===== config.mk =====
export PLATFORM = sky130hd
export DESIGN_NAME = dual_timer_counter_unit
export DESIGN_NICKNAME = d
export VERILOG_FILES = /design/src/prescale_tick.v /design/src/fall_detect.v /design/src/dual_timer_counter_unit.v
export VERILOG_INCLUDE_DIRS = /design/src /design/src/common
export SDC_FILE = /design/constraint.sdc
export NUM_CORES = 1
export LEC_CHECK = 0
export ABC_CLOCK_PERIOD_IN_PS = 2700
export BUFFER_PORTS_ARGS = -buffer_cell sky130_fd_sc_hd__buf_2
export CAP_MARGIN = 15
export CORE_MARGIN = 10
export CORE_UTILIZATION = 37
export DETAILED_ROUTE_END_ITERATION = 16
export PLACE_DENSITY_LB_ADDON = 0.25
export SLEW_MARGIN = 40
export SYNTH_ARGS = -nofsm -noshare
export SYNTH_HDL_FRONTEND = slang
export SYNTH_HIERARCHICAL = 1
export SYNTH_SLANG_ARGS = --single-unit

===== constraint.sdc =====
create_clock -name mclk_i -period 2.7 [get_ports mclk_i]
set_input_delay 0.135 -clock mclk_i [delete_from_list [all_inputs] [get_ports mclk_i]]
set_output_delay 0.135 -clock mclk_i [all_outputs]
set_load 0.01 [all_outputs]

===== src/common/timer_unit_regs.vh =====
// Register offsets, field positions and reset values of the dual timer/counter unit.
// Assumes an 8-bit register port with byte-wide offsets.
`ifndef TIMER_UNIT_REGS_VH
`define TIMER_UNIT_REGS_VH

// ----------------------------------------------------------------
// Register offsets
// ----------------------------------------------------------------
`define OFS_TIMER_MODE_CONTROL      8'h89
`define OFS_TIMER0_COUNT_LOW        8'h8a
`define OFS_TIMER1_COUNT_LOW        8'h8b
`define OFS_TIMER0_COUNT_HIGH       8'h8c
`define OFS_TIMER1_COUNT_HIGH       8'h8d
`define OFS_CLOCK_PRESCALE_CONTROL  8'h8e
`define OFS_TIMER_RUN_CONTROL       8'h88
`define OFS_IRQ_STATUS              8'h80
`define OFS_IRQ_MASK                8'h81
`define OFS_SERVICE_ACK             8'h82

// ----------------------------------------------------------------
// Field positions
// ----------------------------------------------------------------
`define MODE_U0_LSB                 0
`define MODE_U1_LSB                 4
`define MODE_OP_LOW_BIT             0
`define MODE_OP_HIGH_BIT            1
`define MODE_COUNT_SRC_BIT          2
`define MODE_PIN_QUALIFY_BIT        3
`define RUN_U0_RUN_BIT              4
`define RUN_U0_OVF_BIT              5
`define RUN_U1_RUN_BIT              6
`define RUN_U1_OVF_BIT              7
`define CLOCK_PRESCALE_CONTROL_U0_PRESCALE_BIT       3
`define CLOCK_PRESCALE_CONTROL_U1_PRESCALE_BIT       4
`define IRQ_U0_BIT                  0
`define IRQ_U1_BIT                  1

// ----------------------------------------------------------------
// Reset values and timing counts
// ----------------------------------------------------------------
`define RST_BYTE                    8'h00
`define RST_CLOCK_PRESCALE_CONTROL                   8'h01
`define DIV_FAST                    4'd4
`define DIV_SLOW                    4'd12

`endif


===== src/prescale_tick.v =====
// Internal tick generator: one-cycle tick every 4 or 12 core clocks.
// Assumes the select input is a register of the same clock domain.
`timescale 1ns/100ps
`default_nettype none
`include "timer_unit_regs.vh"

module prescale_tick (
    input  wire       mclk_i,
    input  wire       rst_b_i,
    input  wire       fast_i,
    output reg        tick_o
);
    reg  [3:0] cnt_q;
    wire [3:0] last_w = fast_i ? (`DIV_FAST - 4'd1) : (`DIV_SLOW - 4'd1);

    // Changing the select mid-period just shortens or stretches one period.
    always @(posedge mclk_i or negedge rst_b_i) begin
        if (!rst_b_i) begin
            cnt_q  <= 4'h0;
            tick_o <= 1'b0;
        end else if (cnt_q >= last_w) begin
            cnt_q  <= 4'h0;
            tick_o <= 1'b1;
        end else begin
            cnt_q  <= cnt_q + 4'd1;
            tick_o <= 1'b0;
        end
    end
endmodule // prescale_tick

`default_nettype wire


===== src/fall_detect.v =====
// Falling-edge detector for an external count pin sampled on the core clock.
// Assumes the pin is already synchronous to mclk_i.
`timescale 1ns/100ps
`default_nettype none

module fall_detect (
    input  wire       mclk_i,
    input  wire       rst_b_i,
    input  wire       pin_i,
    output wire       fall_o
);
    reg s0_q;
    reg s1_q;

    always @(posedge mclk_i or negedge rst_b_i) begin
        if (!rst_b_i) begin
            s0_q <= 1'b1;
            s1_q <= 1'b1;
        end else begin
            s0_q <= pin_i;
            s1_q <= s0_q;
        end
    end

    assign fall_o = s1_q & ~s0_q;
endmodule // fall_detect

`default_nettype wire


===== src/dual_timer_counter_unit.v =====
// Dual 8/16-bit timer/counter with register port and level interrupt.
// Assumes one core clock; count and gate pins are synchronous to it.
//
// Functional notes
// With pin-qualify set a unit advances only while its gate pin is high and its run bit is set.
// With pin-qualify clear a unit advances whenever its run bit is set.
// With count-source clear a unit counts internal prescaled ticks.
// With count-source set a unit counts falling edges on its count pin.
// Mode 00 is an 8-bit counter behind a 5-bit prescaler.
// Mode 01 is a 16-bit counter of the high and low bytes with no prescaler.
// Mode 10 is an 8-bit low byte reloaded from the high byte on overflow.
// In mode 3 unit 0's low byte is an 8-bit counter under unit 0's own controls.
// In mode 3 unit 0's high byte counts internal ticks under unit 1's run bit.
// Unit 1 in mode 3 stops and holds its bytes.
// Unit 1's internal tick is core clock over 4 when its select is 1, over 12 when 0.
// Unit 0's internal tick is core clock over 4 when its select is 1, over 12 when 0.
// Each unit sets an overflow flag on overflow, cleared on service; software may set or clear it.
// Each unit has a software run bit.
// In mode 0 the low five bits of the low byte prescale and the high byte steps on their wrap.
// A count-pin fall is one sample high then one sample low.
`timescale 1ns/100ps
`default_nettype none
`include "timer_unit_regs.vh"

module dual_timer_counter_unit (
    input  wire       mclk_i,
    input  wire       rst_b_i,
    input  wire [7:0] addr_i,
    input  wire [7:0] wdata_i,
    input  wire       wr_i,
    input  wire       rd_i,
    output reg  [7:0] rdata_o,
    input  wire       t0_count_pin_i,
    input  wire       t1_count_pin_i,
    input  wire       t0_gate_pin_i,
    input  wire       t1_gate_pin_i,
    input  wire       t0_service_i,
    input  wire       t1_service_i,
    output reg        t0_overflow_o,
    output reg        t1_overflow_o,
    output reg        irq_o
);

    // ------------------------------------------------------------
    // Registers
    // ------------------------------------------------------------
    reg  [7:0] mode_q;
    reg  [7:0] clock_prescale_control_q;
    reg        run0_q;
    reg        run1_q;
    reg        ovf0_q;
    reg        ovf1_q;
    reg  [7:0] tl0_q;
    reg  [7:0] th0_q;
    reg  [7:0] tl1_q;
    reg  [7:0] th1_q;
    reg  [1:0] irq_stat_q;
    reg  [1:0] irq_mask_q;

    // ------------------------------------------------------------
    // Tick sources
    // ------------------------------------------------------------
    wire tick0_w;
    wire tick1_w;
    wire fall0_w;
    wire fall1_w;

    prescale_tick u_tick0 (
        .mclk_i  (mclk_i),
        .rst_b_i (rst_b_i),
        .fast_i  (clock_prescale_control_q[`CLOCK_PRESCALE_CONTROL_U0_PRESCALE_BIT]),
        .tick_o  (tick0_w)
    );

    prescale_tick u_tick1 (
        .mclk_i  (mclk_i),
        .rst_b_i (rst_b_i),
        .fast_i  (clock_prescale_control_q[`CLOCK_PRESCALE_CONTROL_U1_PRESCALE_BIT]),
        .tick_o  (tick1_w)
    );

    fall_detect u_fall0 (
        .mclk_i  (mclk_i),
        .rst_b_i (rst_b_i),
        .pin_i   (t0_count_pin_i),
        .fall_o  (fall0_w)
    );

    fall_detect u_fall1 (
        .mclk_i  (mclk_i),
        .rst_b_i (rst_b_i),
        .pin_i   (t1_count_pin_i),
        .fall_o  (fall1_w)
    );

    // ------------------------------------------------------------
    // Step enables
    // ------------------------------------------------------------
    // Run qualification shared by both units.
    function enabled;
        input run;
        input qualify;
        input gate;
        begin
            enabled = run & (~qualify | gate);
        end
    endfunction

    wire [3:0] m0_w = mode_q[`MODE_U0_LSB +: 4];
    wire [3:0] m1_w = mode_q[`MODE_U1_LSB +: 4];
    wire [1:0] op0_w = {m0_w[`MODE_OP_HIGH_BIT], m0_w[`MODE_OP_LOW_BIT]};
    wire [1:0] op1_w = {m1_w[`MODE_OP_HIGH_BIT], m1_w[`MODE_OP_LOW_BIT]};

    wire src0_w = m0_w[`MODE_COUNT_SRC_BIT] ? fall0_w : tick0_w;
    wire src1_w = m1_w[`MODE_COUNT_SRC_BIT] ? fall1_w : tick1_w;

    wire step0_w = src0_w & enabled(run0_q, m0_w[`MODE_PIN_QUALIFY_BIT], t0_gate_pin_i);
    // Unit 1 stops entirely in mode 3.
    wire step1_w = src1_w & enabled(run1_q, m1_w[`MODE_PIN_QUALIFY_BIT], t1_gate_pin_i)
                   & (op1_w != 2'b11);
    // Unit 0's high byte in mode 3 borrows unit 1's run bit and unit 0's tick.
    wire step0h_w = tick0_w & run1_q & (op0_w == 2'b11);

    // ------------------------------------------------------------
    // Counter next-state
    // ------------------------------------------------------------
    reg  [7:0] tl0_n;
    reg  [7:0] th0_n;
    reg        ov0_n;
    reg        ov0h_n;
    reg  [7:0] tl1_n;
    reg  [7:0] th1_n;
    reg        ov1_n;

    // One unit's count step; in mode 3 it steps only the low byte, the high byte is handled by the caller.
    task count_step;
        input  [1:0] op;
        input  [7:0] lo;
        input  [7:0] hi;
        output [7:0] lo_n;
        output [7:0] hi_n;
        output       ov;
        begin
            lo_n = lo;
            hi_n = hi;
            ov   = 1'b0;
            case (op)
                2'b00: begin
                    lo_n = {lo[7:5], lo[4:0] + 5'd1};
                    if (lo[4:0] == 5'h1f) begin
                        hi_n = hi + 8'd1;
                        ov   = (hi == 8'hff);
                    end
                end
                2'b01: begin
                    {hi_n, lo_n} = {hi, lo} + 16'd1;
                    ov = ({hi, lo} == 16'hffff);
                end
                2'b10: begin
                    if (lo == 8'hff) begin
                        lo_n = hi;
                        ov   = 1'b1;
                    end else begin
                        lo_n = lo + 8'd1;
                    end
                end
                default: begin
                    lo_n = lo + 8'd1;
                    ov   = (lo == 8'hff);
                end
            endcase
        end
    endtask

    always @* begin
        tl0_n  = tl0_q;
        th0_n  = th0_q;
        ov0_n  = 1'b0;
        ov0h_n = 1'b0;
        tl1_n  = tl1_q;
        th1_n  = th1_q;
        ov1_n  = 1'b0;
        if (step0_w) begin
            count_step(op0_w, tl0_q, th0_q, tl0_n, th0_n, ov0_n);
            if (op0_w == 2'b11) begin
                th0_n = th0_q;
            end
        end
        if (step0h_w) begin
            th0_n  = th0_q + 8'd1;
            ov0h_n = (th0_q == 8'hff);
        end
        if (step1_w) begin
            count_step(op1_w, tl1_q, th1_q, tl1_n, th1_n, ov1_n);
        end
    end

    // In mode 3 unit 0's high byte overflow borrows unit 1's flag.
    wire set0_w = ov0_n;
    wire set1_w = ov1_n | ov0h_n;

    // ------------------------------------------------------------
    // Register port and counter state
    // ------------------------------------------------------------
    wire wr_mode_w = wr_i && (addr_i == `OFS_TIMER_MODE_CONTROL);
    wire wr_tl0_w  = wr_i && (addr_i == `OFS_TIMER0_COUNT_LOW);
    wire wr_tl1_w  = wr_i && (addr_i == `OFS_TIMER1_COUNT_LOW);
    wire wr_th0_w  = wr_i && (addr_i == `OFS_TIMER0_COUNT_HIGH);
    wire wr_th1_w  = wr_i && (addr_i == `OFS_TIMER1_COUNT_HIGH);
    wire wr_ck_w   = wr_i && (addr_i == `OFS_CLOCK_PRESCALE_CONTROL);
    wire wr_run_w  = wr_i && (addr_i == `OFS_TIMER_RUN_CONTROL);
    wire wr_ist_w  = wr_i && (addr_i == `OFS_IRQ_STATUS);
    wire wr_imk_w  = wr_i && (addr_i == `OFS_IRQ_MASK);
    wire wr_ack_w  = wr_i && (addr_i == `OFS_SERVICE_ACK);

    // Service clears come from the pins or the acknowledge register.
    wire svc0_w = t0_service_i | (wr_ack_w & wdata_i[`IRQ_U0_BIT]);
    wire svc1_w = t1_service_i | (wr_ack_w & wdata_i[`IRQ_U1_BIT]);

    always @(posedge mclk_i or negedge rst_b_i) begin
        if (!rst_b_i) begin
            mode_q     <= `RST_BYTE;
            clock_prescale_control_q    <= `RST_CLOCK_PRESCALE_CONTROL;
            run0_q     <= 1'b0;
            run1_q     <= 1'b0;
            ovf0_q     <= 1'b0;
            ovf1_q     <= 1'b0;
            tl0_q      <= `RST_BYTE;
            th0_q      <= `RST_BYTE;
            tl1_q      <= `RST_BYTE;
            th1_q      <= `RST_BYTE;
            irq_stat_q <= 2'h0;
            irq_mask_q <= 2'h0;
        end else begin
            if (wr_mode_w) begin
                mode_q <= wdata_i;
            end
            if (wr_ck_w) begin
                clock_prescale_control_q <= wdata_i;
            end
            // A software write to a count byte wins over the count step.
            tl0_q <= wr_tl0_w ? wdata_i : tl0_n;
            th0_q <= wr_th0_w ? wdata_i : th0_n;
            tl1_q <= wr_tl1_w ? wdata_i : tl1_n;
            th1_q <= wr_th1_w ? wdata_i : th1_n;
            if (wr_run_w) begin
                run0_q <= wdata_i[`RUN_U0_RUN_BIT];
                run1_q <= wdata_i[`RUN_U1_RUN_BIT];
            end
            // Hardware set beats any clear in the same cycle.
            if (set0_w) begin
                ovf0_q <= 1'b1;
            end else if (wr_run_w) begin
                ovf0_q <= wdata_i[`RUN_U0_OVF_BIT];
            end else if (svc0_w) begin
                ovf0_q <= 1'b0;
            end
            if (set1_w) begin
                ovf1_q <= 1'b1;
            end else if (wr_run_w) begin
                ovf1_q <= wdata_i[`RUN_U1_OVF_BIT];
            end else if (svc1_w) begin
                ovf1_q <= 1'b0;
            end
            if (wr_imk_w) begin
                irq_mask_q <= wdata_i[1:0];
            end
            irq_stat_q <= (irq_stat_q & ~({2{wr_ist_w}} & wdata_i[1:0])) | {set1_w, set0_w};
        end
    end

    // ------------------------------------------------------------
    // Read data and outputs
    // ------------------------------------------------------------
    reg [7:0] rmux_w;

    always @* begin
        rmux_w = 8'h00;
        case (addr_i)
            `OFS_TIMER_MODE_CONTROL:     rmux_w = mode_q;
            `OFS_TIMER0_COUNT_LOW:       rmux_w = tl0_q;
            `OFS_TIMER1_COUNT_LOW:       rmux_w = tl1_q;
            `OFS_TIMER0_COUNT_HIGH:      rmux_w = th0_q;
            `OFS_TIMER1_COUNT_HIGH:      rmux_w = th1_q;
            `OFS_CLOCK_PRESCALE_CONTROL: rmux_w = clock_prescale_control_q;
            `OFS_TIMER_RUN_CONTROL:      rmux_w = {ovf1_q, run1_q, ovf0_q, run0_q, 4'h0};
            `OFS_IRQ_STATUS:             rmux_w = {6'h00, irq_stat_q};
            `OFS_IRQ_MASK:               rmux_w = {6'h00, irq_mask_q};
            default:                     rmux_w = 8'h00;
        endcase
    end

    // Read data stands only in the cycle after the strobe.
    always @(posedge mclk_i or negedge rst_b_i) begin
        if (!rst_b_i) begin
            rdata_o       <= 8'h00;
            t0_overflow_o <= 1'b0;
            t1_overflow_o <= 1'b0;
            irq_o         <= 1'b0;
        end else begin
            rdata_o       <= rd_i ? rmux_w : 8'h00;
            t0_overflow_o <= ovf0_q;
            t1_overflow_o <= ovf1_q;
            irq_o         <= |(irq_stat_q & irq_mask_q);
        end
    end
endmodule // dual_timer_counter_unit

`default_nettype wire


Word level (Yosys, flattened, before mapping):

Index checks and enable logic that the tools add are counted.

* output and inout bits: 11
* bits of input ports: 26
* logic and storage cells: 160
* register bits: 81

* add/sub/neg operators: 10
* bitwise gates (word level): 25
* $lt $le $gt $ge: 2
* reductions and logical operators: 23
* eq/ne operators: 31
* muxes and demuxes: 43

Operators by type and width (count)
* 8-bit two-way mux: 15
* 8-bit == test (second input constant): 14
* 8-bit one-hot mux with 9 select lines: 1
* 8-bit one-hot mux with 3 select lines: 2
* 16-bit by 1-bit adder with 16-bit output (second input constant): 2
* 8-bit by 1-bit adder with 8-bit output (second input constant): 4
* 16-bit == test (second input constant): 2
* 8-bit one-hot mux with 2 select lines: 2
* 1-bit two-way mux: 17
* 4-bit two-way mux: 4
* 1-bit AND: 11
* 5-bit by 1-bit adder with 5-bit output (second input constant): 2
* 5-bit == test (second input constant): 2
* 1-bit logical AND: 10
* 3-bit nonzero test: 3
* 4-bit by 1-bit adder with 4-bit output (second input constant): 2
* 4-bit greater-or-equal comparator: 2
* 2-bit AND: 3
* 2-bit == test (second input constant): 3
* 3-bit inequality test (second input constant): 2
* 6-bit by 1-bit inequality test with 1-bit output (second input constant): 1
* 6-bit inequality test (second input constant): 1
* 1-bit one-hot mux with 3 select lines: 2
* 2-bit nonzero test: 3
* other kinds (14): 24

Depth between registers and ports, before layout:

Gate-level depths: netlist of the first run.

* word-level depth: 8
* gate-level depth with buffers: 9
* mapped depth without buffers: 9

Cells and area by module:

The synthesis of the first run kept the hierarchy.

Modules (own cells, without submodules)
* dual_timer_counter_unit: times used 1, area an instance 4240.3 µm², cells an instance 454, sequential area each 1677.9 µm²
* prescale_tick: times used 2, area an instance 232.7 µm², cells an instance 17, sequential area each 125.1 µm²
* fall_detect: times used 2, area an instance 66.3 µm², cells an instance 3, sequential area each 52.6 µm²

Least setup slack after synthesis of the first run:

OpenSTA, ideal clock, no wires.

* kind: flip-flop to flip-flop
* start: register tl0_q[0]
* end: register th0_q[7]
* slack: 455 ps
* stages on the path, launching flop included: 10
* period minus slack after synthesis: 2245 ps
* arrival: 2162 ps
* buffers on the path: 0
* required time: 2617 ps
* library setup time: 83 ps
* cells stage by stage: dfrtp_1 > ha_1 > nand3_1 > inv_1 > ha_1 > o21ba_2 > a41o_1 > or4bb_1 > xnor2_1 > o21ai_0

* cells in the longest elaborated chain, start to end: 6
* elaborated cells on any way between the ends: 9
* classes of those cells: add/sub: 1; eq/ne: 2; mux: 5; reduce/logical: 1

RTL lines
* start: declaration: RTL line dual_timer_counter_unit.v:53 `reg [7:0] tl0_q;`
* start signal: assignment: RTL line dual_timer_counter_unit.v:228 `` tl0_q <= `RST_BYTE; ``
* start signal: assignment: RTL line dual_timer_counter_unit.v:242 `tl0_q <= wr_tl0_w ? wdata_i : tl0_n;`
* 16-bit by 1-bit adder with 16-bit output: RTL line dual_timer_counter_unit.v:156 `{hi_n, lo_n} = {hi, lo} + 16'd1;`
* 8-bit one-hot mux with 2 select lines
* 8-bit two-way mux: RTL line dual_timer_counter_unit.v:185 `if (op0_w == 2'b11) begin`
* 8-bit two-way mux: RTL line dual_timer_counter_unit.v:183 `if (step0_w) begin`
* 8-bit two-way mux: RTL line dual_timer_counter_unit.v:189 `if (step0h_w) begin`
* 8-bit two-way mux: RTL line dual_timer_counter_unit.v:243 `th0_q <= wr_th0_w ? wdata_i : th0_n;`
* end signal: assignment: RTL line dual_timer_counter_unit.v:229 `` th0_q <= `RST_BYTE; ``
* end signal: assignment: RTL line dual_timer_counter_unit.v:243
* end: declaration: RTL line dual_timer_counter_unit.v:54 `reg [7:0] th0_q;`

Several ways; a longest one is shown, not always the timed one. The select of a mux whose other input is x is not followed.
A chain may end at the register's enable or synchronous reset.

Worst setup path after layout of the first run:

Ends and elaborated chain as after synthesis.

==> results.toml, run 1 <==
[grt]
grt.total_usage_pct = 15.6
grtUsageMet3_pct = 3.40
grt_util_met2_pct = 23.6
grt_pass1_wl_um = 22200
grt_max_degree = 82
grt-ovfl-total = 0
grt.busiest_layer = "met2"
met1_usage_pct = 20.7
antenna_found_initial = 1
grt_pass1_vias = 4034

[cells_and_area]
fin_area_um2 = 5540
fillers = 1283
final_cells = 707
final_nets = 566
insertedDiodeCount = 0
final_common_cell = "dfrtp_1"
drive_above_1_share_pct = 21.3
area_delta_synth_final_pct = 14.5
final_cell_mix = "dfrtp_1, nand2_1, buf_2"

[worst_setup_path]
critical-path-top-delay-family = "simple AND/OR/NAND/NOR gates"
r2r-end = "th0_q[7]$_DFFE_PN0P_"
slowest_stage = "or4bb_1"
reg2reg_depth = 9
crit_path_max_fanout = 8
cp.arrival_ps = 2630
crit_chain = "ha_1 > nand3_1 > inv_1 > ha_1 > o21ba_2 > a41o_1 > or4bb_1 > xnor2_1 > o21ai_0"
path_class = "register to register"
rrSetupSlack_ps = 300
path_buf_inv = 1
path_depth = 9
crit_start = "tl0_q[0]$_DFFE_PN0P_"
cp-endpoint = "th0_q[7]$_DFFE_PN0P_"
worstPathRequired_ps = 2930
worst_setup_path_start_kind = "register"
cp_common_cell = "ha_1"
slowest_delay_ps = 520
reg2reg_from = "tl0_q[0]$_DFFE_PN0P_"
cp-end-kind = "register"

[drt]
ant_nets = 0
drt_iter0_drc = 296
drc = 0
vias_per_cell = 5.86
totalWireLength_um = 13900
routed-via-count = 4144
wl_per_cell_um = 19.6
drt-pass1-iter-count = 6

[synth]
yosys.area_share.xor_xnor_pct = 3.26
synth.cell_area_um2 = 4840
syn_nets = 530
synth_fa_ha_area_share_pct = 2.59
synth_top_family_by_area = "simple AND/OR/NAND/NOR gates"
yosysSeqAreaShare_pct = 42.0
yosys_warnings = 6
ys_types = 68
synth-edff-count = 0
ys_seq_elements = 81
synthArstFlopShare_pct = 100
synthMuxAreaShare_pct = 10.3
synthSimpleGateAreaFrac_pct = 22.1
syn_avg_cell_area_um2 = 9.79
synthCells = 494
synth-main-ff-cell = "dfrtp_1"
synth_compound_area_share_pct = 17.0

[timing]
whs_ps = 75.3
setup_viol = 0
worstMarginPinSlew_ps = 696
tns_ps = 0
rsz0062_at_grt = "false"
final-max-slew-violation-count = 0
setup_ws_ps = 300
finalHoldViolations = 0
clock_skew_ps = 6.90
max_freq_ghz = 0.417
relSlewSlack_pct = 53.3
fin_crit_sh_pct = 88.9
min_period_ps = 2400

[clock_network]
htree_levels = 3
cts-root-buf = "clkbuf_16"
cts.sinks = 81
numCtsBuffers = 9
clkTransAtPathRegs_ps = 60
cts_resized = 0
cts.path.max_buffers = 2
cts_tree = "done"
clk_latency_ps = 350

[placed_design]
dpl_worst_slack_ps = 366
place_area_um2 = 5200
gp_congestion = 0.915
dp_cells = 688
dpl.hpwl_um = 9910
port_buffers = 36

[die]
ios = 37
rows = 41
die_area_um2 = 18100
initial_core_util_pct = 38.0
coreArea_um2 = 12700
fp.dieW_um = 134
die_h_um = 134

[power]
power_density_nw_per_um2 = 618
power.leakage_nw = 2.41
peakVddDrop_mv = 0.295

[hold_path]
hp-start = "t0_service_i"
hp-class = "primary input to register"
worstHoldPathCells = 3

[status]
status = "finished clean"

[job]
max-cap-violations = 0
-- state kept, by name, summed over array words and instances, names as in the netlist --
name,count
u_fall1/s1_q,1
u_tick1/tick_o,1
u_tick0/cnt_q,4
u_fall1/s0_q,1
irq_stat_q,2
clock_prescale_control_q,8
u_fall0/s1_q,1
t1_overflow_o,1
run0_q,1
irq_o,1
mode_q,8
ovf1_q,1
ovf0_q,1
u_fall0/s0_q,1
u_tick1/cnt_q,4
t0_overflow_o,1
tl0_q,8
th0_q,8
tl1_q,8
th1_q,8
rdata_o,8
run1_q,1
u_tick0/tick_o,1
irq_mask_q,2
-- repair_timing --
| action | in CTS | in global routing |
|---|---|---|
| hold buffers | 3 | 0 |
| hold endpoints to repair | 78 | 0 |
| buffers inserted | 0 | 0 |
| setup endpoints to repair | 0 | 0 |
-- kinds of logic after synthesis --
family	Yosys count
XOR/XNOR	18
buffers and inverters	31
adder cells (fa/ha/maj)	10
AO/OA/AOI/OAI	114
multiplexers	46
flip-flops	81
AND/OR/NAND/NOR	194
-- synth_stat cells (all sizes together), types with 6 or more instances --
| master | n | area, µm² |
|---|---|---|
| a211oi | 6 | 45.0 |
| a21o | 8 | 60.1 |
| a21oi | 10 | 50.1 |
| a221oi | 9 | 78.8 |
| and3 | 9 | 56.3 |
| and4 | 7 | 63.8 |
| buf | 11 | 58.8 |
| clkbuf | 12 | 45.0 |
| dfrtp | 76 | 1900 |
| ha | 10 | 125 |
| inv | 8 | 30.0 |
| mux2 | 29 | 327 |
| mux2i | 17 | 170 |
| nand2 | 48 | 180 |
| nand3 | 23 | 115 |
| nand4 | 10 | 62.6 |
| nor2 | 35 | 146 |
| nor2b | 9 | 71.3 |
| nor3 | 16 | 85.1 |
| nor3b | 6 | 45.0 |
| nor4 | 6 | 50.0 |
| o21ai | 31 | 155 |
| xnor2 | 12 | 105 |
| xor2 | 6 | 52.6 |
-- metal layers --
metal	vias up	share of wire, %
met2	138	46
met4	2	2.6
met3	28	6.0
li1	1938	-
met5	-	0.094
met1	2038	46
-- report_power, final --
part	internal, mW	switching (mW)
Combinational	0.299	0.302
Sequential	1.37	0.201
Clock	0.743	0.506
Total	2.41	1.01
-- through the flow --
step | utilization (%) | power [mW]
after floorplan | - | 1.98
after global placement | 40.9 | 2.16
after detailed placement | 40.9 | 2.19
after CTS | 43.5 | 3.45
after global routing | 43.5 | 3.62
final | 43.5 | 3.42
-- worst min-delay path, cell delays in order --
cell and delay, ps:
buf_2 70, or4b_2 100, nand3_1 70
-- worst min path at each step --
stage	end
after global routing	ovf0_q$_DFFE_PN0P_
after floorplan	clock_prescale_control_q[1]$_DFFE_PN0P_
final	ovf0_q$_DFFE_PN0P_
after CTS	ovf0_q$_DFFE_PN0P_
after global placement	u_fall0/s0_q$_DFF_PN1_
after detailed placement	th1_q[6]$_DFFE_PN0P_
-- final cells by class --
class / instances / area [µm²] / area share [%]
clock buffers: 10 / 239 / 4.31
multi-input cells: 382 / 2670 / 48.2
well taps: 172 / 215 / 3.88
flip-flops and latches: 81 / 2030 / 36.7
repair buffers: 48 / 287 / 5.17
clock inverters: 6 / 65.1 / 1.17
inverters: 8 / 30.0 / 0.542
No activity file was read; power rests on OpenSTA's default activity.
==> run 2, diff against run 1 <==
--- a/config.mk
+++ b/config.mk
@@ -12,7 +12,7 @@
 export CORE_MARGIN = 10
 export CORE_UTILIZATION = 37
 export DETAILED_ROUTE_END_ITERATION = 16
-export PLACE_DENSITY_LB_ADDON = 0.25
+export PLACE_DENSITY = 0.64
 export SLEW_MARGIN = 40
 export SYNTH_ARGS = -nofsm -noshare
 export SYNTH_HDL_FRONTEND = slang
==> run 2 against run 1 <==
Compared with the run above:
- clock power hardly changed
- hold slack better by 10 ps
- critical endpoint unchanged
- worst setup slack worse by 13 ps
==> results.toml, run 2 (synthesis results as in run 1) <==
[power]
pwr-share-comb_pct = 17.6
clkPwrFrac_pct = 37.0
p_int_mw = 2.43
switchingPower_mw = 1.05
switching_share_pct = 30.2
power_mw = 3.47
power_density_nw_per_um2 = 625
power.leakage_nw = 2.41
power_frac_seq_pct = 45.4
peakVddDrop_mv = 0.279

[clock_network]
numCtsBuffers = 9
cts-root-buf = "clkbuf_16"
cts.path.max_buffers = 2
cts.sinks = 81
cts_setup_buffers = 0
clkTransAtPathRegs_ps = 60
cts_resized = 0
clk_latency_ps = 340
cts_tree = "done"
holdBufCountCts = 3
htree_levels = 3

[placed_design]
port_buffers = 36
gp_congestion = 0.901
dp_cells = 689
place_area_um2 = 5210
dpl.hpwl_um = 9940
dpl_worst_slack_ps = 336

[timing]
finalHoldViolations = 0
min_period_ps = 2410
max_freq_ghz = 0.414
tns_ps = 0
setup_ws_ps = 287
relSlewSlack_pct = 56.0
rsz0062_at_grt = "false"
clock_skew_ps = 8.37
fin_crit_sh_pct = 89.4
setup_viol = 0
whs_ps = 85.7
final-max-slew-violation-count = 0
worstMarginPinSlew_ps = 660

[hold_path]
hp-class = "primary input to register"
hp-start = "t0_service_i"
worstHoldPathCells = 3
min_to = "ovf0_q$_DFFE_PN0P_"

[worst_setup_path]
worst_setup_path_start_kind = "register"
reg2reg_from = "tl0_q[0]$_DFFE_PN0P_"
crit_path_max_fanout = 8
r2r-end = "th0_q[7]$_DFFE_PN0P_"
worstPathRequired_ps = 2960
cp.arrival_ps = 2670
reg2reg_depth = 9
cp-end-kind = "register"
path_class = "register to register"
rrSetupSlack_ps = 290

[cells_and_area]
final_cells = 708
final_cell_mix = "dfrtp_1, nand2_1, buf_2"
drive_above_1_share_pct = 21.5
final_nets = 567
final_common_cell = "dfrtp_1"
insertedDiodeCount = 0
area_delta_synth_final_pct = 14.8
fillers = 1236
final_core_util_pct = 43.7
fin_area_um2 = 5560

[job]
max-cap-violations = 0

[die]
initial_core_util_pct = 38.0
ios = 37
fp.dieW_um = 134
rows = 41
die_h_um = 134
die_area_um2 = 18100
coreArea_um2 = 12700

[grt]
grt.total_usage_pct = 15.5
grt_max_degree = 82
antenna_found_initial = 0
grt-ovfl-total = 0
grt_pass1_vias = 4041
grt_pass1_wl_um = 22500

[status]
status = "finished clean"

[drt]
drt_iter0_drc = 398
ant_nets = 0
routed-via-count = 4216
drc = 0
totalWireLength_um = 14000
drt-pass1-iter-count = 5
wl_per_cell_um = 19.7
vias_per_cell = 5.95
## run 2: power groups by stage
stage                     clock network [mW]  logic [mW]  registers, mW
final                                   1.28       0.611           1.58
after global routing                    1.36       0.688           1.60
after CTS                               1.31       0.614           1.57
after detailed placement                   0       0.605           1.59
after global placement                     0       0.578           1.58
after floorplan                            0       0.464           1.52
## run 2: how the worst max path moves through the flow
stage                    startpoint              endpoint  slack, ps  cells after the start
3_5_place_dp   tl0_q[0]$_DFFE_PN0P_  th0_q[7]$_DFFE_PN0P_        340                      9
4_1_cts        tl0_q[0]$_DFFE_PN0P_  th0_q[7]$_DFFE_PN0P_        320                      9
6_report       tl0_q[0]$_DFFE_PN0P_  th0_q[7]$_DFFE_PN0P_        290                      9
2_1_floorplan  tl0_q[0]$_DFFE_PN0P_  th0_q[7]$_DFFE_PN0P_        450                      9
3_3_place_gp   tl0_q[0]$_DFFE_PN0P_  th0_q[7]$_DFFE_PN0P_        420                      9
5_1_grt        tl0_q[0]$_DFFE_PN0P_  th0_q[7]$_DFFE_PN0P_        100                      9
## run 2: critical path: stages, from the launching register on
cell and delay [ps]:
dfrtp_1 450, ha_1 240, nand3_1 110, inv_1 120, ha_1 180, o21ba_2 130, a41o_1 320, or4bb_1 520
xnor2_1 140, o21ai_0 140
## run 2: per-layer routing
metal	share of wire, %	wire [µm]	track usage [%]	vias to the layer above
met2	45	6240	23.1	214
met1	44	6170	20.9	2033
met4	3.3	459	7.98	0
met3	8.0	1110	3.06	32
met5	0	0	0	-
li1	-	-	-	1937
## run 2: layout make-up
type	count	area, µm²	area share [%]
multi-input combinational	382	2670	48.1
sequential	81	2030	36.6
timing repair buffer	49	294	5.29
clock buffer	10	239	4.30
tap	172	215	3.87
clock inverter	6	73.8	1.33
inverter	8	30.0	0.540
==> run 3, diff against run 2 <==
--- a/config.mk
+++ b/config.mk
@@ -6,7 +6,7 @@
 export SDC_FILE = /design/constraint.sdc
 export NUM_CORES = 1
 export LEC_CHECK = 0
-export ABC_CLOCK_PERIOD_IN_PS = 2700
+export ABC_CLOCK_PERIOD_IN_PS = 2500
 export BUFFER_PORTS_ARGS = -buffer_cell sky130_fd_sc_hd__buf_2
 export CAP_MARGIN = 15
 export CORE_MARGIN = 10
==> constraint.sdc (replaced) <==
create_clock -name mclk_i -period 2.5 [get_ports mclk_i]
set_input_delay 0.125 -clock mclk_i [delete_from_list [all_inputs] [get_ports mclk_i]]
set_output_delay 0.125 -clock mclk_i [all_outputs]
set_load 0.01 [all_outputs]
==> run 3 against run 2 <==
Compared with the run above:
- non-clock buffer count is 6 higher
- sequential power is 8% higher
- global-route usage is 0.12 points higher
- utilization is 0.13 points higher
- critical path type unchanged
- largest power group unchanged
==> results.toml, run 3 (synthesis results as in run 1) <==
[placed_design]
port_buffers = 36
dpl.hpwl_um = 9950
dpl_worst_slack_ps = 173
gp_congestion = 0.958
place_area_um2 = 5260

[worst_setup_path]
cp-end-kind = "register"
cp.arrival_ps = 2580
crit_start = "tl0_q[1]$_DFFE_PN0P_"
crit_path_max_fanout = 8
worst_setup_path_start_kind = "register"
path_class = "register to register"
worstPathRequired_ps = 2740
reg2reg_from = "tl0_q[1]$_DFFE_PN0P_"

[clock_network]
clk_latency_ps = 360
cts.path.max_buffers = 2
cts.sinks = 81
htree_levels = 3
numCtsBuffers = 9
clkTransAtPathRegs_ps = 70
cts_tree = "done"
cts-root-buf = "clkbuf_16"

[drt]
drc = 0
drt-pass1-iter-count = 6
routed-via-count = 4218
totalWireLength_um = 14100
wl_per_cell_um = 19.7
ant_nets = 0
drt_iter0_drc = 463
vias_per_cell = 5.91

[cells_and_area]
final_common_cell = "dfrtp_1"
area_delta_synth_final_pct = 15.2
drive_above_1_share_pct = 22.3
fin_area_um2 = 5570
final_nets = 573
final_cell_mix = "dfrtp_1, nand2_1, buf_2"
insertedDiodeCount = 0

[timing]
tns_ps = 0
fin_crit_sh_pct = 93.8
min_period_ps = 2340
max_freq_ghz = 0.427
rsz0062_at_grt = "false"
setup_ws_ps = 156
worstMarginPinSlew_ps = 665
relSlewSlack_pct = 55.7
clock_skew_ps = 7.97
setup_viol = 0
whs_ps = 67.3
final-max-slew-violation-count = 0
finalHoldViolations = 0

[grt]
grt_pass1_wl_um = 22500
grt.busiest_layer = "met2"
grt-ovfl-total = 0
grt_max_degree = 82
grt_pass1_vias = 4172
grt_util_met2_pct = 23.0
met1_usage_pct = 21.0
antenna_found_initial = 0
grtUsageMet3_pct = 3.36
grt.total_usage_pct = 15.7

[die]
ios = 37
die_h_um = 134
rows = 41
coreArea_um2 = 12700
initial_core_util_pct = 38.0
die_area_um2 = 18100
fp.dieW_um = 134

[power]
peakVddDrop_mv = 0.384
power.leakage_nw = 2.42
power_density_nw_per_um2 = 658

[hold_path]
hp-start = "t0_service_i"
hp-class = "primary input to register"

[status]
status = "finished clean"

[job]
max-cap-violations = 0
[run 3: cell count changes in the layout (fill, tap and decap cells not counted), sizes merged]
cell,previous run,this run
buf,45,51
bufinv,1,0
clkbuf,11,12
clkinv,0,1
clkinvlp,2,3
inv,11,9
[run 3: cell type report]
cell class / instances / area, µm²
Clock buffer: 11 / 243
Fill cell: 1258 / 7150
Clock inverter: 5 / 40.0
Tap cell: 172 / 215
Sequential cell: 81 / 2030
Multi-Input combinational cell: 382 / 2670
Timing Repair Buffer: 55 / 339
Inverter: 8 / 30.0
[run 3: metal layers]
metal	routed length, µm	part of all wire (%)
met1	6460	46
met2	6170	44
met3	996	7.1
met4	447	3.2
met5	0	0
[run 3: worst paths after layout]
check                                               to  slack, ps  depth (start not counted)
worst max-delay path              th0_q[7]$_DFFE_PN0P_        160                          9
worst min-delay path                ovf0_q$_DFFE_PN0P_         70                          3
worst max register to register    th0_q[7]$_DFFE_PN0P_        160                          9
worst min register to register  u_fall0/s1_q$_DFF_PN1_        380                          0
max in group asynchronous         tl0_q[3]$_DFFE_PN0P_       1660                          2
min in group asynchronous        mode_q[6]$_DFFE_PN0P_        380                          2
[run 3: power breakdown]
| part | internal [mW] | switching, mW | leakage (nW) | total (mW) |
|---|---|---|---|---|
| Combinational | 0.339 | 0.357 | 1.21 | 0.696 |
| Clock | 0.705 | 0.570 | 0.128 | 1.27 |
| Sequential | 1.48 | 0.214 | 1.07 | 1.70 |
[run 3: worst max-delay path: stages (launching register included)]
cell and delay, ps:
dfrtp_1 440, ha_1 250, nand3_1 110, inv_1 110
ha_1 180, o21ba_2 130, a41o_2 270, or4bb_1 510
xnor2_1 160, o21ai_0 90
[run 3: metrics by stage]
stage	utilization [%]	instances	total power, mW
CTS	43.8	714	3.68
floorplan	-	494	2.14
finish	43.8	714	3.67
global placement	41.3	695	2.35
detailed placement	41.3	695	2.40
global route	43.8	714	3.84
[run 3: timing repair]
item	4_1_cts	5_1_grt
setup endpoints to repair	0	1
hold buffers	3	0
hold endpoints to repair	78	0
gates resized for setup	0	1
buffers inserted	0	0
